File: src/urr_defines.svh
// Constants for the user reset request handshake.
// Assumes inclusion by bare name from the same folder.
`ifndef URR_DEFINES_SVH
`define URR_DEFINES_SVH
`define URR_MIN_PULSE_CYC 2
`define URR_CAL_CYC 16
`define URR_SEQ_CYC 32
`define URR_START_DLY_CYC 4
`define URR_CNT_W 8
`define URR_DONE_RST 1'b0
`define URR_CORE_RST_N_RST 1'b0
`endif

File: src/urr_pkg.sv
// Types shared by both ends of the user reset request handshake.
// Assumes urr_defines.svh sits in the same folder.
`include "urr_defines.svh"
package urr_pkg;
  typedef enum logic [3:0] {
    URR_DEV_CAL = 4'h1,
    URR_DEV_READY = 4'h2,
    URR_DEV_WAIT = 4'h4,
    URR_DEV_SEQ = 4'h8
  } urr_dev_state_t;
  typedef enum logic [3:0] {
    URR_USR_IDLE = 4'h1,
    URR_USR_HIGH = 4'h2,
    URR_USR_WLOW = 4'h4,
    URR_USR_WHIGH = 4'h8
  } urr_usr_state_t;
  typedef logic [`URR_CNT_W-1:0] urr_cnt_t;
endpackage

File: src/urr_if.sv
// Interface joining user logic and the memory interface reset handshake.
// Assumes both ends run on the same core clock.
`timescale 1ns/1ps
interface urr_if;
  logic reset_req;
  logic reset_done;
  logic core_reset_n;
  logic afi_reset_n;
  modport device (input reset_req, output reset_done, output core_reset_n, output afi_reset_n);
  modport user (output reset_req, input reset_done, input core_reset_n, input afi_reset_n);
endinterface

File: src/urr_device.sv
// Memory interface end of the user reset request handshake.
// Assumes CLOCK is the core clock; the request may arrive asynchronously.
`timescale 1ns/1ps
`include "urr_defines.svh"
module urr_device
  import urr_pkg::*;
#(
  parameter int CAL_CYC = `URR_CAL_CYC,
  parameter int SEQ_CYC = `URR_SEQ_CYC,
  parameter int START_DLY_CYC = `URR_START_DLY_CYC
) (
  input wire logic CLOCK,
  input wire logic RST_N,
  urr_if.device LINK,
  input wire logic CAL_PASS_IN,
  output logic CAL_SUCCESS,
  output logic CAL_FAIL
);
  logic sync1_reg, sync1_next;
  logic sync2_reg, sync2_next;
  logic prev_reg, prev_next;
  urr_dev_state_t state_reg, state_next;
  urr_cnt_t cnt_reg, cnt_next;
  logic done_reg, done_next;
  logic crst_n_reg, crst_n_next;
  logic arst_n_reg, arst_n_next;
  logic succ_reg, succ_next;
  logic fail_reg, fail_next;
  logic fall;

  // The first stage feeds only the second, so metastability stays contained.
  always_comb begin
    sync1_next = LINK.reset_req;
    sync2_next = sync1_reg;
    prev_next = sync2_reg;
  end

  always_ff @(posedge CLOCK) begin
    if (!RST_N) begin
      sync1_reg <= 1'b0;
      sync2_reg <= 1'b0;
      prev_reg <= 1'b0;
    end else begin
      sync1_reg <= sync1_next;
      sync2_reg <= sync2_next;
      prev_reg <= prev_next;
    end
  end

  // Only the high-to-low edge counts, so a level held high never triggers.
  assign fall = prev_reg & ~sync2_reg;

  always_comb begin
    state_next = state_reg;
    cnt_next = cnt_reg;
    done_next = done_reg;
    crst_n_next = crst_n_reg;
    arst_n_next = arst_n_reg;
    succ_next = succ_reg;
    fail_next = fail_reg;
    case (state_reg)
      URR_DEV_CAL: begin
        crst_n_next = 1'b0;
        arst_n_next = 1'b0;
        if (cnt_reg == urr_cnt_t'(CAL_CYC - 1)) begin
          done_next = 1'b1;
          crst_n_next = 1'b1;
          arst_n_next = 1'b1;
          succ_next = CAL_PASS_IN;
          fail_next = ~CAL_PASS_IN;
          cnt_next = '0;
          state_next = URR_DEV_READY;
        end else begin
          cnt_next = cnt_reg + urr_cnt_t'(1);
        end
      end
      URR_DEV_READY: begin
        // Done only falls here, on a completed request pulse.
        if (fall) begin
          done_next = 1'b0;
          cnt_next = '0;
          state_next = URR_DEV_WAIT;
        end
      end
      URR_DEV_WAIT: begin
        // Stands in for the manager's scan latency, which is not fixed in practice.
        if (cnt_reg == urr_cnt_t'(START_DLY_CYC - 1)) begin
          cnt_next = '0;
          crst_n_next = 1'b0;
          arst_n_next = 1'b0;
          succ_next = 1'b0;
          fail_next = 1'b0;
          state_next = URR_DEV_SEQ;
        end else begin
          cnt_next = cnt_reg + urr_cnt_t'(1);
        end
      end
      URR_DEV_SEQ: begin
        // Falling edges here are dropped, the state does not look at them.
        if (cnt_reg == urr_cnt_t'(SEQ_CYC - 1)) begin
          cnt_next = '0;
          crst_n_next = 1'b1;
          arst_n_next = 1'b1;
          succ_next = CAL_PASS_IN;
          fail_next = ~CAL_PASS_IN;
          done_next = 1'b1;
          state_next = URR_DEV_READY;
        end else begin
          cnt_next = cnt_reg + urr_cnt_t'(1);
        end
      end
      default: begin
        state_next = URR_DEV_CAL;
        cnt_next = '0;
        done_next = 1'b0;
      end
    endcase
  end

  always_ff @(posedge CLOCK) begin
    if (!RST_N) begin
      state_reg <= URR_DEV_CAL;
      cnt_reg <= '0;
      done_reg <= `URR_DONE_RST;
      crst_n_reg <= `URR_CORE_RST_N_RST;
      arst_n_reg <= `URR_CORE_RST_N_RST;
      succ_reg <= 1'b0;
      fail_reg <= 1'b0;
    end else begin
      state_reg <= state_next;
      cnt_reg <= cnt_next;
      done_reg <= done_next;
      crst_n_reg <= crst_n_next;
      arst_n_reg <= arst_n_next;
      succ_reg <= succ_next;
      fail_reg <= fail_next;
    end
  end

  assign LINK.reset_done = done_reg;
  assign LINK.core_reset_n = crst_n_reg;
  assign LINK.afi_reset_n = arst_n_reg;
  assign CAL_SUCCESS = succ_reg;
  assign CAL_FAIL = fail_reg;
endmodule // urr_device

File: src/flat_wrapper.sv
// flat-port wrapper written by rule: the top's interface ports become plain ports
module urr_device_flat import urr_pkg::*;
#(
  parameter int CAL_CYC = `URR_CAL_CYC,
  parameter int SEQ_CYC = `URR_SEQ_CYC,
  parameter int START_DLY_CYC = `URR_START_DLY_CYC
)
  (CLOCK, RST_N, CAL_PASS_IN, CAL_SUCCESS, CAL_FAIL, LINK_reset_req, LINK_reset_done, LINK_core_reset_n, LINK_afi_reset_n);
  urr_if LINK_i ();
  input wire logic CLOCK;
  input wire logic RST_N;
  input wire logic CAL_PASS_IN;
  output logic CAL_SUCCESS;
  output logic CAL_FAIL;
  input wire logic [$bits(LINK_i.reset_req)-1:0] LINK_reset_req;
  output wire logic [$bits(LINK_i.reset_done)-1:0] LINK_reset_done;
  output wire logic [$bits(LINK_i.core_reset_n)-1:0] LINK_core_reset_n;
  output wire logic [$bits(LINK_i.afi_reset_n)-1:0] LINK_afi_reset_n;
  assign LINK_i.reset_req = LINK_reset_req;
  assign LINK_reset_done = LINK_i.reset_done;
  assign LINK_core_reset_n = LINK_i.core_reset_n;
  assign LINK_afi_reset_n = LINK_i.afi_reset_n;
  urr_device #(.CAL_CYC(CAL_CYC), .SEQ_CYC(SEQ_CYC), .START_DLY_CYC(START_DLY_CYC)) u_core (.CLOCK(CLOCK), .RST_N(RST_N), .LINK(LINK_i), .CAL_PASS_IN(CAL_PASS_IN), .CAL_SUCCESS(CAL_SUCCESS), .CAL_FAIL(CAL_FAIL));
endmodule
File: config.mk
export PLATFORM = sky130hd
export DESIGN_NAME = urr_device_flat
export DESIGN_NICKNAME = d
export VERILOG_FILES = /design/src/urr_pkg.sv /design/src/urr_if.sv /design/src/urr_device.sv /design/src/flat_wrapper.sv
export VERILOG_INCLUDE_DIRS = /design/src
export SDC_FILE = /design/constraint.sdc
export NUM_CORES = 1
export LEC_CHECK = 0
export BUFFER_PORTS_ARGS = -buffer_cell sky130_fd_sc_hd__buf_2
export CORE_MARGIN = 3
export CORE_UTILIZATION = 45
export CTS_BUF_LIST = sky130_fd_sc_hd__clkbuf_4
export CTS_CLUSTER_SIZE = 20
export DETAILED_ROUTE_END_ITERATION = 8
export PLACE_DENSITY_LB_ADDON = 0.1
export SYNTH_ARGS = -nofsm -noshare
export SYNTH_HDL_FRONTEND = slang
export SYNTH_SLANG_ARGS = --single-unit
File: constraint.sdc
create_clock -name CLOCK -period 1.79 [get_ports CLOCK]
set_input_delay 0.358 -clock CLOCK [delete_from_list [all_inputs] [get_ports CLOCK]]
set_output_delay 0.358 -clock CLOCK [all_outputs]
set_load 0.005 [all_outputs]
==> results of run 1 <==
[cells by family after synthesis]
logic type | after synthesis
AO/OA/AOI/OAI | 36
multiplexers | 2
AND/OR/NAND/NOR | 40
flip-flops | 19
XOR/XNOR | 1
buffers and inverters | 11
adder cells (fa/ha/maj) | 1
[cell usage in the layout, fill, tap and decap left out, drive strengths merged, types with 2 or more instances in the layout]
master  synthesis  layout
nand2           5       5
nor4b           3       3
mux2i           2       2
nor2b           2       2
buf             3      36
or3             3       3
nand3           4       4
clkbuf          3       3
inv             5       5
dfxtp          19      19
a21boi          2       2
and3            4       4
and2            2       2
a21oi           2       2
o21ai          15      15
a211oi          4       4
a311oi          3       3
nor2            6       6
nor3            6       6
[power by group through the flow]
stage / sequential [W] / combinational (W) / clock (W)
after floorplan: 0.000606 / 0.000654 / 0
after global placement: 0.000608 / 0.000963 / 0
after detailed placement: 0.000613 / 0.000978 / 0
after CTS: 0.000606 / 0.00109 / 0.000220
after global routing: 0.000628 / 0.00127 / 0.000235
final: 0.000612 / 0.00117 / 0.000215
[layout make-up]
cell class | instances | area (um2)
multi-input combinational | 80 | 604.3
timing repair buffer | 36 | 254.0
clock inverter | 1 | 5.005
inverter | 5 | 18.77
tap | 27 | 33.78
fill | 179 | 668.1
clock buffer | 3 | 22.52
sequential | 19 | 395.4
[stage by stage]
step / cells / instance area [um2] / hold slack, ps / worst slack [ps]
2_1_floorplan: 110 / 988.4 / 411.9 / 10.11
3_3_place_gp: 162 / 1196 / 434.0 / -69.47
3_5_place_dp: 162 / 1196 / 428.4 / -128.2
4_1_cts: 169 / 1285 / 249.6 / 0.1341
5_1_grt: 171 / 1334 / 249.6 / -96.39
6_report: 171 / 1334 / 255.4 / -27.96
[how the worst max path moves through the flow]
| stage | to | slack, ps | cells after the start |
|---|---|---|---|
| after floorplan | u_core.CAL_FAIL | 10 | 7 |
| after global placement | u_core.cnt_reg[7] | -70 | 6 |
| after detailed placement | u_core.cnt_reg[7] | -130 | 6 |
| after CTS | u_core.LINK.reset_done | 0.1 | 7 |
| after global routing | u_core.cnt_reg[3] | -100 | 6 |
| final | u_core.state_reg[3] | -30 | 6 |
[per-layer routing]
layer | GRT usage | up-vias
met5 | 0 | -
met4 | 0.04255 | 0
met3 | 0.06268 | 2
met2 | 0.3431 | 24
met1 | 0.2827 | 468
li1 | - | 483
[what timing repair did]
action / 4_1_cts / 5_1_grt
pin swaps: 6 / 5
buffers inserted: 3 / 2
setup endpoints to repair: 15 / 14
gates resized for setup: 9 / 12
hold endpoints to repair: 0 / 0
hold buffers: 0 / 0
==> impl_metrics.ini, run 1 <==
[run_status]
status = finished with violations
violations = setup timing

[clock_tree]
clock-sinks = 19
tritoncts = built
clockBufferDepth = 2
cts_made_buffers = 3
h-tree-depth = 1
insertion_delay_ps = 300
cts-root-buf = clkbuf_4
path_clk_slew_ps = 110

[synth]
yosysWarnings = 0
synth.most_common_cell = dfxtp_1
synth_simple_gate_area_frac = 0.2471
dominantRegCellSynth = dfxtp_1
synth_top_family_by_area = compound AO/OA/AOI/OAI gates
yosys.area.top_type = dfxtp_1
ys_seq_elements = 19
synth_area_leaders = dfxtp_1, o21ai_0, a211oi_1
synthAdderAreaFrac = 0.01300
synth_compound_area_frac = 0.2588
async_flop_share = 0
syn-mean-instance-area_um2 = 8.747
synthCells = 110
synthMuxAreaShare = 0.02081
synth_edf_count = 0
synth_fp_nets = 115
synth_xor_xnor_area_share = 0.009103
synth_common_cells = dfxtp_1, o21ai_0, nor2_1
yosysUniqueCellTypes = 41
seq_area_frac_synth = 0.3953
synth_top_cell_area_share = 0.3953
syn_area_um2 = 962.2

[power]
swShare = 0.3766
comb_power_share = 0.587
power_switching_w = 0.0007530
leakagePower_nw = 0.5615
power.density_mw_per_mm2 = 1499
seq_power_share = 0.306
clkPwrFrac = 0.107
ir_worst_vdd_v = 0.0009461
power_w = 0.001999
p_int_w = 0.001246

[timing]
final-hold-violation-count = 0
finalWorstPathRequiredPeriod_ps = 1818
fin_skew_ps = 1.519
min_period_over_period = 1.016
rsz0062_at_grt = true
fin_tns_setup_ps = -76.47
slew_headroom = 0.7655
setup_violations = 5
fmax_mhz = 550.1
drv_slew = 0
worst_pin_slew_ps = 350.9
setup_ws_ps = -27.96

[drt]
wl_um = 2531
num_vias = 977
first_pass_iters = 4
via_per_inst = 5.713
route.met2.wl_um = 1268
avgRoutedWirePerCell_um = 14.80
drtIter0Drc = 25
remaining_drc_errors = 0
top_layer_used = met4
ant_nets = 0
drt-met1-wl_um = 1133
wl_met3_um = 119

[grt]
overflow = 0
first_global_vias = 909
gr-usage-all-layers = 0.2129
grt_pass1_wl_um = 4278
antenna_found_initial = 0
grt_max_degree = 15

[worst_setup_path]
cp_cell_sequence = ha_4 > or4b_4 > o21ai_4 > a21boi_4 > nor3_2 > o211a_1
critPathMaxStageDelay_ps = 480
end_kind = register
r2r_slack_ps = -30
crit_fanout = 8
path_delay_family = simple AND/OR/NAND/NOR gates
crit_start = u_core.cnt_reg[1]
crit_required_ps = 2040
crit_type = reg2reg
critPathLaunchType = register
regToRegStartpoint = u_core.cnt_reg[1]
cp_slowest_cell = or4b_4
crit_buf_inv = 0
r2r.worst_path.cells = 6
cp.arrival_ps = 2060
r2r-end = u_core.state_reg[3]

[layout]
finish.utilization = 0.6663
diodes = 0
drive_gt1_frac = 0.4306
areaGrowthSynthToFinish_pct = 38.62
layout.nets = 150
largest_register_ff_count = 8

[hold_path]
hold_path_depth = 2
min_path_type = in2reg
worstHoldStart = LINK_reset_req
hold_end = u_core.sync1_reg

[floorplanning]
dieWidth_um = 52.24
initial_core_util = 0.4806
rows = 16
die_height_um = 52.24
fp.coreArea_mm2 = 0.002002
die-area_mm2 = 0.002729
ioPinCount = 9

[place]
globalplace.congestion = 0.8503
portBuffers = 8
dp_hpwl_um = 1720

[job]
maxCapViolations = 0
(Power assumes the default switching activity.)
==> run 2: changes to the inputs <==
--- a/config.mk
+++ b/config.mk
@@ -16,3 +16,4 @@
 export SYNTH_ARGS = -nofsm -noshare
 export SYNTH_HDL_FRONTEND = slang
 export SYNTH_SLANG_ARGS = --single-unit
+export TNS_END_PERCENT = 5
==> impl_metrics.ini, run 2 (same netlist as run 1, synthesis figures left out) <==
[run_status]
status = finished with violations
violations = setup timing

[timing]
min_period_over_period = 1.027
hold_slack_ps = 255.7
drv_slew = 0
setup_ws_ps = -49.21
setup_violations = 6
fmax_mhz = 543.7
rsz0062_at_grt = true
fin_skew_ps = 2.926
fin_tns_setup_ps = -126.0
slew_headroom = 0.7642
worst_pin_slew_ps = 349.1
finalWorstPathRequiredPeriod_ps = 1839
final-hold-violation-count = 0

[drt]
wl_um = 2561
ant_nets = 0
wl_met3_um = 133
avgRoutedWirePerCell_um = 15.24
route.met2.wl_um = 1208
via_per_inst = 5.774
top_layer_used = met4
first_pass_iters = 7
drtIter0Drc = 49
remaining_drc_errors = 0
num_vias = 970
drt-met1-wl_um = 1145

[place]
dp_cells = 160
globalplace.congestion = 0.8026
portBuffers = 8
dp_hpwl_um = 1736
place_ws_ps = -155.6

[clock_tree]
clock-sinks = 19
h-tree-depth = 1
ctsHoldBuffers = 0
path_clk_slew_ps = 110
cts_made_buffers = 3
cts-root-buf = clkbuf_4
tritoncts = built
clockBufferDepth = 2
insertion_delay_ps = 300

[grt]
grt_pass1_wl_um = 4222
antenna_found_initial = 0
overflow = 0
gr-usage-all-layers = 0.2078
first_global_vias = 934
grt_max_degree = 15

[floorplanning]
ioPinCount = 9
fp.coreArea_mm2 = 0.002002
initial_core_util = 0.4806
die-area_mm2 = 0.002729
dieWidth_um = 52.24
die_height_um = 52.24
rows = 16

[layout]
largest_register_ff_count = 8
layout.nets = 147
areaGrowthSynthToFinish_pct = 37.71
diodes = 0
drive_gt1_frac = 0.3972
final_cells = 168
final_common_cell = buf_4
final_cell_mix = buf_4, dfxtp_1, o21ai_0
finish.utilization = 0.6619

[worst_setup_path]
path_common_cell = or3_4
cp.arrival_ps = 2060
cp_slowest_cell = or3_4
crit_required_ps = 2010
critPathLaunchType = register
crit_fanout = 3
critPathMaxStageDelay_ps = 410
end_kind = register
cp_cell_sequence = or3_4 > o31a_1 > or3_4 > a221oi_2
crit_type = reg2reg

[power]
ir_worst_vdd_v = 0.0009771
leakagePower_nw = 0.5528
power.density_mw_per_mm2 = 1523

[hold_path]
min_path_type = in2reg

[job]
maxCapViolations = 0
[run 2: cell count changes in the layout (fill, tap and decap cells not counted), moves of 2 or more]
| cell | previous run | this run |
|---|---|---|
| buf_4 | 27 | 23 |
| dfxtp_1 | 11 | 14 |
| dfxtp_4 | 2 | 0 |
| o21ai_0 | 13 | 11 |
| o21ai_1 | 1 | 3 |
[run 2: layer usage]
layer,up-vias,GRT usage
met3,8,0.03989
li1,479,-
met5,-,0
met1,450,0.2865
met2,33,0.3138
met4,0,0.08936
[run 2: worst paths after layout]
kind	slack, ps	start	end	depth (start not counted)
worst max register to register	-50	u_core.cnt_reg[7]	u_core.LINK.reset_done	4
worst max-delay path	-50	u_core.cnt_reg[7]	u_core.LINK.reset_done	4
worst min register to register	470	u_core.sync1_reg	u_core.prev_next	1
worst min-delay path	260	LINK_reset_req	u_core.sync1_reg	2
[run 2: cell type report]
class | instances | area, um2
Timing Repair Buffer | 33 | 244.0
Inverter | 5 | 18.77
Tap cell | 27 | 33.78
Fill cell | 168 | 676.9
Multi-Input combinational cell | 80 | 611.8
Sequential cell | 19 | 386.6
Clock buffer | 4 | 30.03
[run 2: repair_timing]
item	CTS	global route
pin swaps	2	5
endpoints found under the setup margin	15	15
gates resized for setup	5	14
buffers inserted	1	3
[run 2: stage by stage]
| step | area, um2 | power [W] |
|---|---|---|
| floorplan | 988.4 | 0.001263 |
| global placement | 1194 | 0.001621 |
| finish | 1325 | 0.002018 |
| CTS | 1255 | 0.001939 |
| detailed placement | 1194 | 0.001655 |
| global route | 1325 | 0.002157 |
[run 2: power by group]
part	internal (W)	leakage, nW	total [W]	switching [W]
logic	0.000623	0.377	0.00117	0.000549
clock network	0.000102	0.0184	0.000239	0.000137
registers	0.000526	0.157	0.000607	0.0000804
[run 2: worst max-delay path: cells and delay by family (launching register included)]
family | cells | cell delay (ps)
flip-flops | 1 | 340
AO/OA/AOI/OAI | 2 | 610
AND/OR/NAND/NOR | 2 | 800
==> run 3: changes to the inputs <==
--- a/config.mk
+++ b/config.mk
@@ -13,6 +13,7 @@
 export CTS_CLUSTER_SIZE = 20
 export DETAILED_ROUTE_END_ITERATION = 8
 export PLACE_DENSITY_LB_ADDON = 0.1
+export SKIP_CTS_REPAIR_TIMING = 1
 export SYNTH_ARGS = -nofsm -noshare
 export SYNTH_HDL_FRONTEND = slang
 export SYNTH_SLANG_ARGS = --single-unit
==> constraint.sdc (replaced) <==
create_clock -name CLOCK -period 1.79 [get_ports CLOCK]
set_input_delay 0.179 -clock CLOCK [delete_from_list [all_inputs] [get_ports CLOCK]]
set_output_delay 0.179 -clock CLOCK [all_outputs]
set_load 0.005 [all_outputs]
==> impl_metrics.ini, run 3 (same netlist as run 1, synthesis figures left out) <==
[timing]
fmax_mhz = 541.3
fin_skew_ps = 2.160
slew_headroom = 0.7664
setup_violations = 1
min_period_over_period = 1.032
setup_ws_ps = -57.31
finalWorstPathRequiredPeriod_ps = 1847
rsz0062_at_grt = true
final-hold-violation-count = 0
drv_slew = 0
fin_tns_setup_ps = -57.31
worst_pin_slew_ps = 346.7

[layout]
drive_gt1_frac = 0.3577
largest_register_ff_count = 8
areaGrowthSynthToFinish_pct = 33.42
final_cell_mix = buf_4, dfxtp_1, o21ai_0
final_common_cell = buf_4
final_cells = 164
finalInstanceArea_mm2 = 0.001284
layout.nets = 143
diodes = 0

[hold_path]
min_path_type = in2reg
hold_end = u_core.sync1_reg
worstHoldStart = LINK_reset_req
hold_path_depth = 2

[worst_setup_path]
cp_cell_sequence = or3_4 > o31a_1 > or3_4 > a221oi_2
r2r-end = u_core.LINK.reset_done
crit_type = reg2reg
cp_slowest_cell = or3_4
path_common_cell = or3_4
cp.arrival_ps = 2070
crit_required_ps = 2010
end_kind = register
r2r.worst_path.cells = 4
crit_fanout = 6
critPathLaunchType = register
r2r_slack_ps = -60
critPathMaxStageDelay_ps = 430
regToRegStartpoint = u_core.cnt_reg[5]

[drt]
avgRoutedWirePerCell_um = 14.55
remaining_drc_errors = 0
via_per_inst = 5.890
num_vias = 966
first_pass_iters = 4
drtIter0Drc = 25
ant_nets = 0
wl_um = 2387

[grt]
gr-usage-all-layers = 0.1976
antenna_found_initial = 0
overflow = 0
grt_max_degree = 15
grt_pass1_wl_um = 4043
first_global_vias = 903

[power]
clkPwrFrac = 0.118
power.density_mw_per_mm2 = 1539
leakagePower_nw = 0.5276
ir_worst_vdd_v = 0.0009752
swShare = 0.3747
seq_power_share = 0.309
p_int_w = 0.001235
comb_power_share = 0.573
power_switching_w = 0.0007402

[clock_tree]
clockBufferDepth = 2
path_clk_slew_ps = 100
tritoncts = built
cts-root-buf = clkbuf_4
cts_made_buffers = 3
clock-sinks = 19
insertion_delay_ps = 300
h-tree-depth = 1

[place]
dpl-instance-area_mm2 = 0.001194
dp_hpwl_um = 1736
dp_cells = 160
globalplace.congestion = 0.8026
portBuffers = 8

[floorplanning]
rows = 16
dieWidth_um = 52.24
die_height_um = 52.24
fp.coreArea_mm2 = 0.002002
die-area_mm2 = 0.002729
ioPinCount = 9
initial_core_util = 0.4806

[run_status]
violations = setup timing
status = finished with violations

[job]
maxCapViolations = 0
run 3: cell types whose count changed in the layout (fill, tap and decap cells not counted), sizes merged:
cell | previous run | this run
buf | 33 | 29
run 3: how the worst max path moves through the flow:
| stage | end | cells after the start | from | slack, ps |
|---|---|---|---|---|
| floorplan | u_core.LINK.reset_done | 5 | u_core.cnt_reg[5] | -7 |
| global placement | u_core.cnt_reg[7] | 6 | u_core.cnt_reg[1] | -80 |
| detailed placement | u_core.cnt_reg[3] | 6 | u_core.cnt_reg[1] | -160 |
| CTS | u_core.state_reg[3] | 6 | u_core.cnt_reg[1] | -180 |
| global route | u_core.LINK.reset_done | 6 | u_core.state_reg[2] | -110 |
| finish | u_core.LINK.reset_done | 4 | u_core.cnt_reg[5] | -60 |
run 3: power groups by stage:
stage          logic, W  clock network [W]  registers [W]
2_1_floorplan  0.000657                  0       0.000606
3_3_place_gp    0.00101                  0       0.000606
3_5_place_dp    0.00104                  0       0.000612
4_1_cts         0.00105           0.000237       0.000603
5_1_grt         0.00123           0.000250       0.000629
6_report        0.00113           0.000233       0.000610
run 3: critical path, delay by kind of cell, from the launching register on:
kind            cells  cell delay, ps
flops               1             330
simple gates        2             860
compound gates      2             570
run 3: layout make-up:
| type | count | area (um2) |
|---|---|---|
| fillers | 169 | 718.2 |
| multi-input cells | 80 | 600.6 |
| flip-flops and latches | 19 | 386.6 |
| repair buffers | 29 | 214.0 |
| well taps | 27 | 33.78 |
| clock buffers | 4 | 30.03 |
| inverters | 5 | 18.77 |
run 3: through the flow:
step	setup slack (ps)	power [W]	util	hold WS, ps
6_report	-57.31	0.001975	0.6413	81.46
3_5_place_dp	-155.6	0.001655	0.5963	392.2
2_1_floorplan	-7.443	0.001263	-	300.7
5_1_grt	-109.2	0.002111	0.6413	94.45
4_1_cts	-177.7	0.001891	0.6113	85.56
3_3_place_gp	-77.20	0.001621	0.5963	385.9
run 3: layer usage:
metal / track usage / part of all wire / vias up
li1: - / - / 473
met1: 0.2777 / 0.47 / 454
met2: 0.2929 / 0.45 / 29
met3: 0.03989 / 0.051 / 10
met4: 0.08085 / 0.026 / 0
met5: 0 / 0 / -
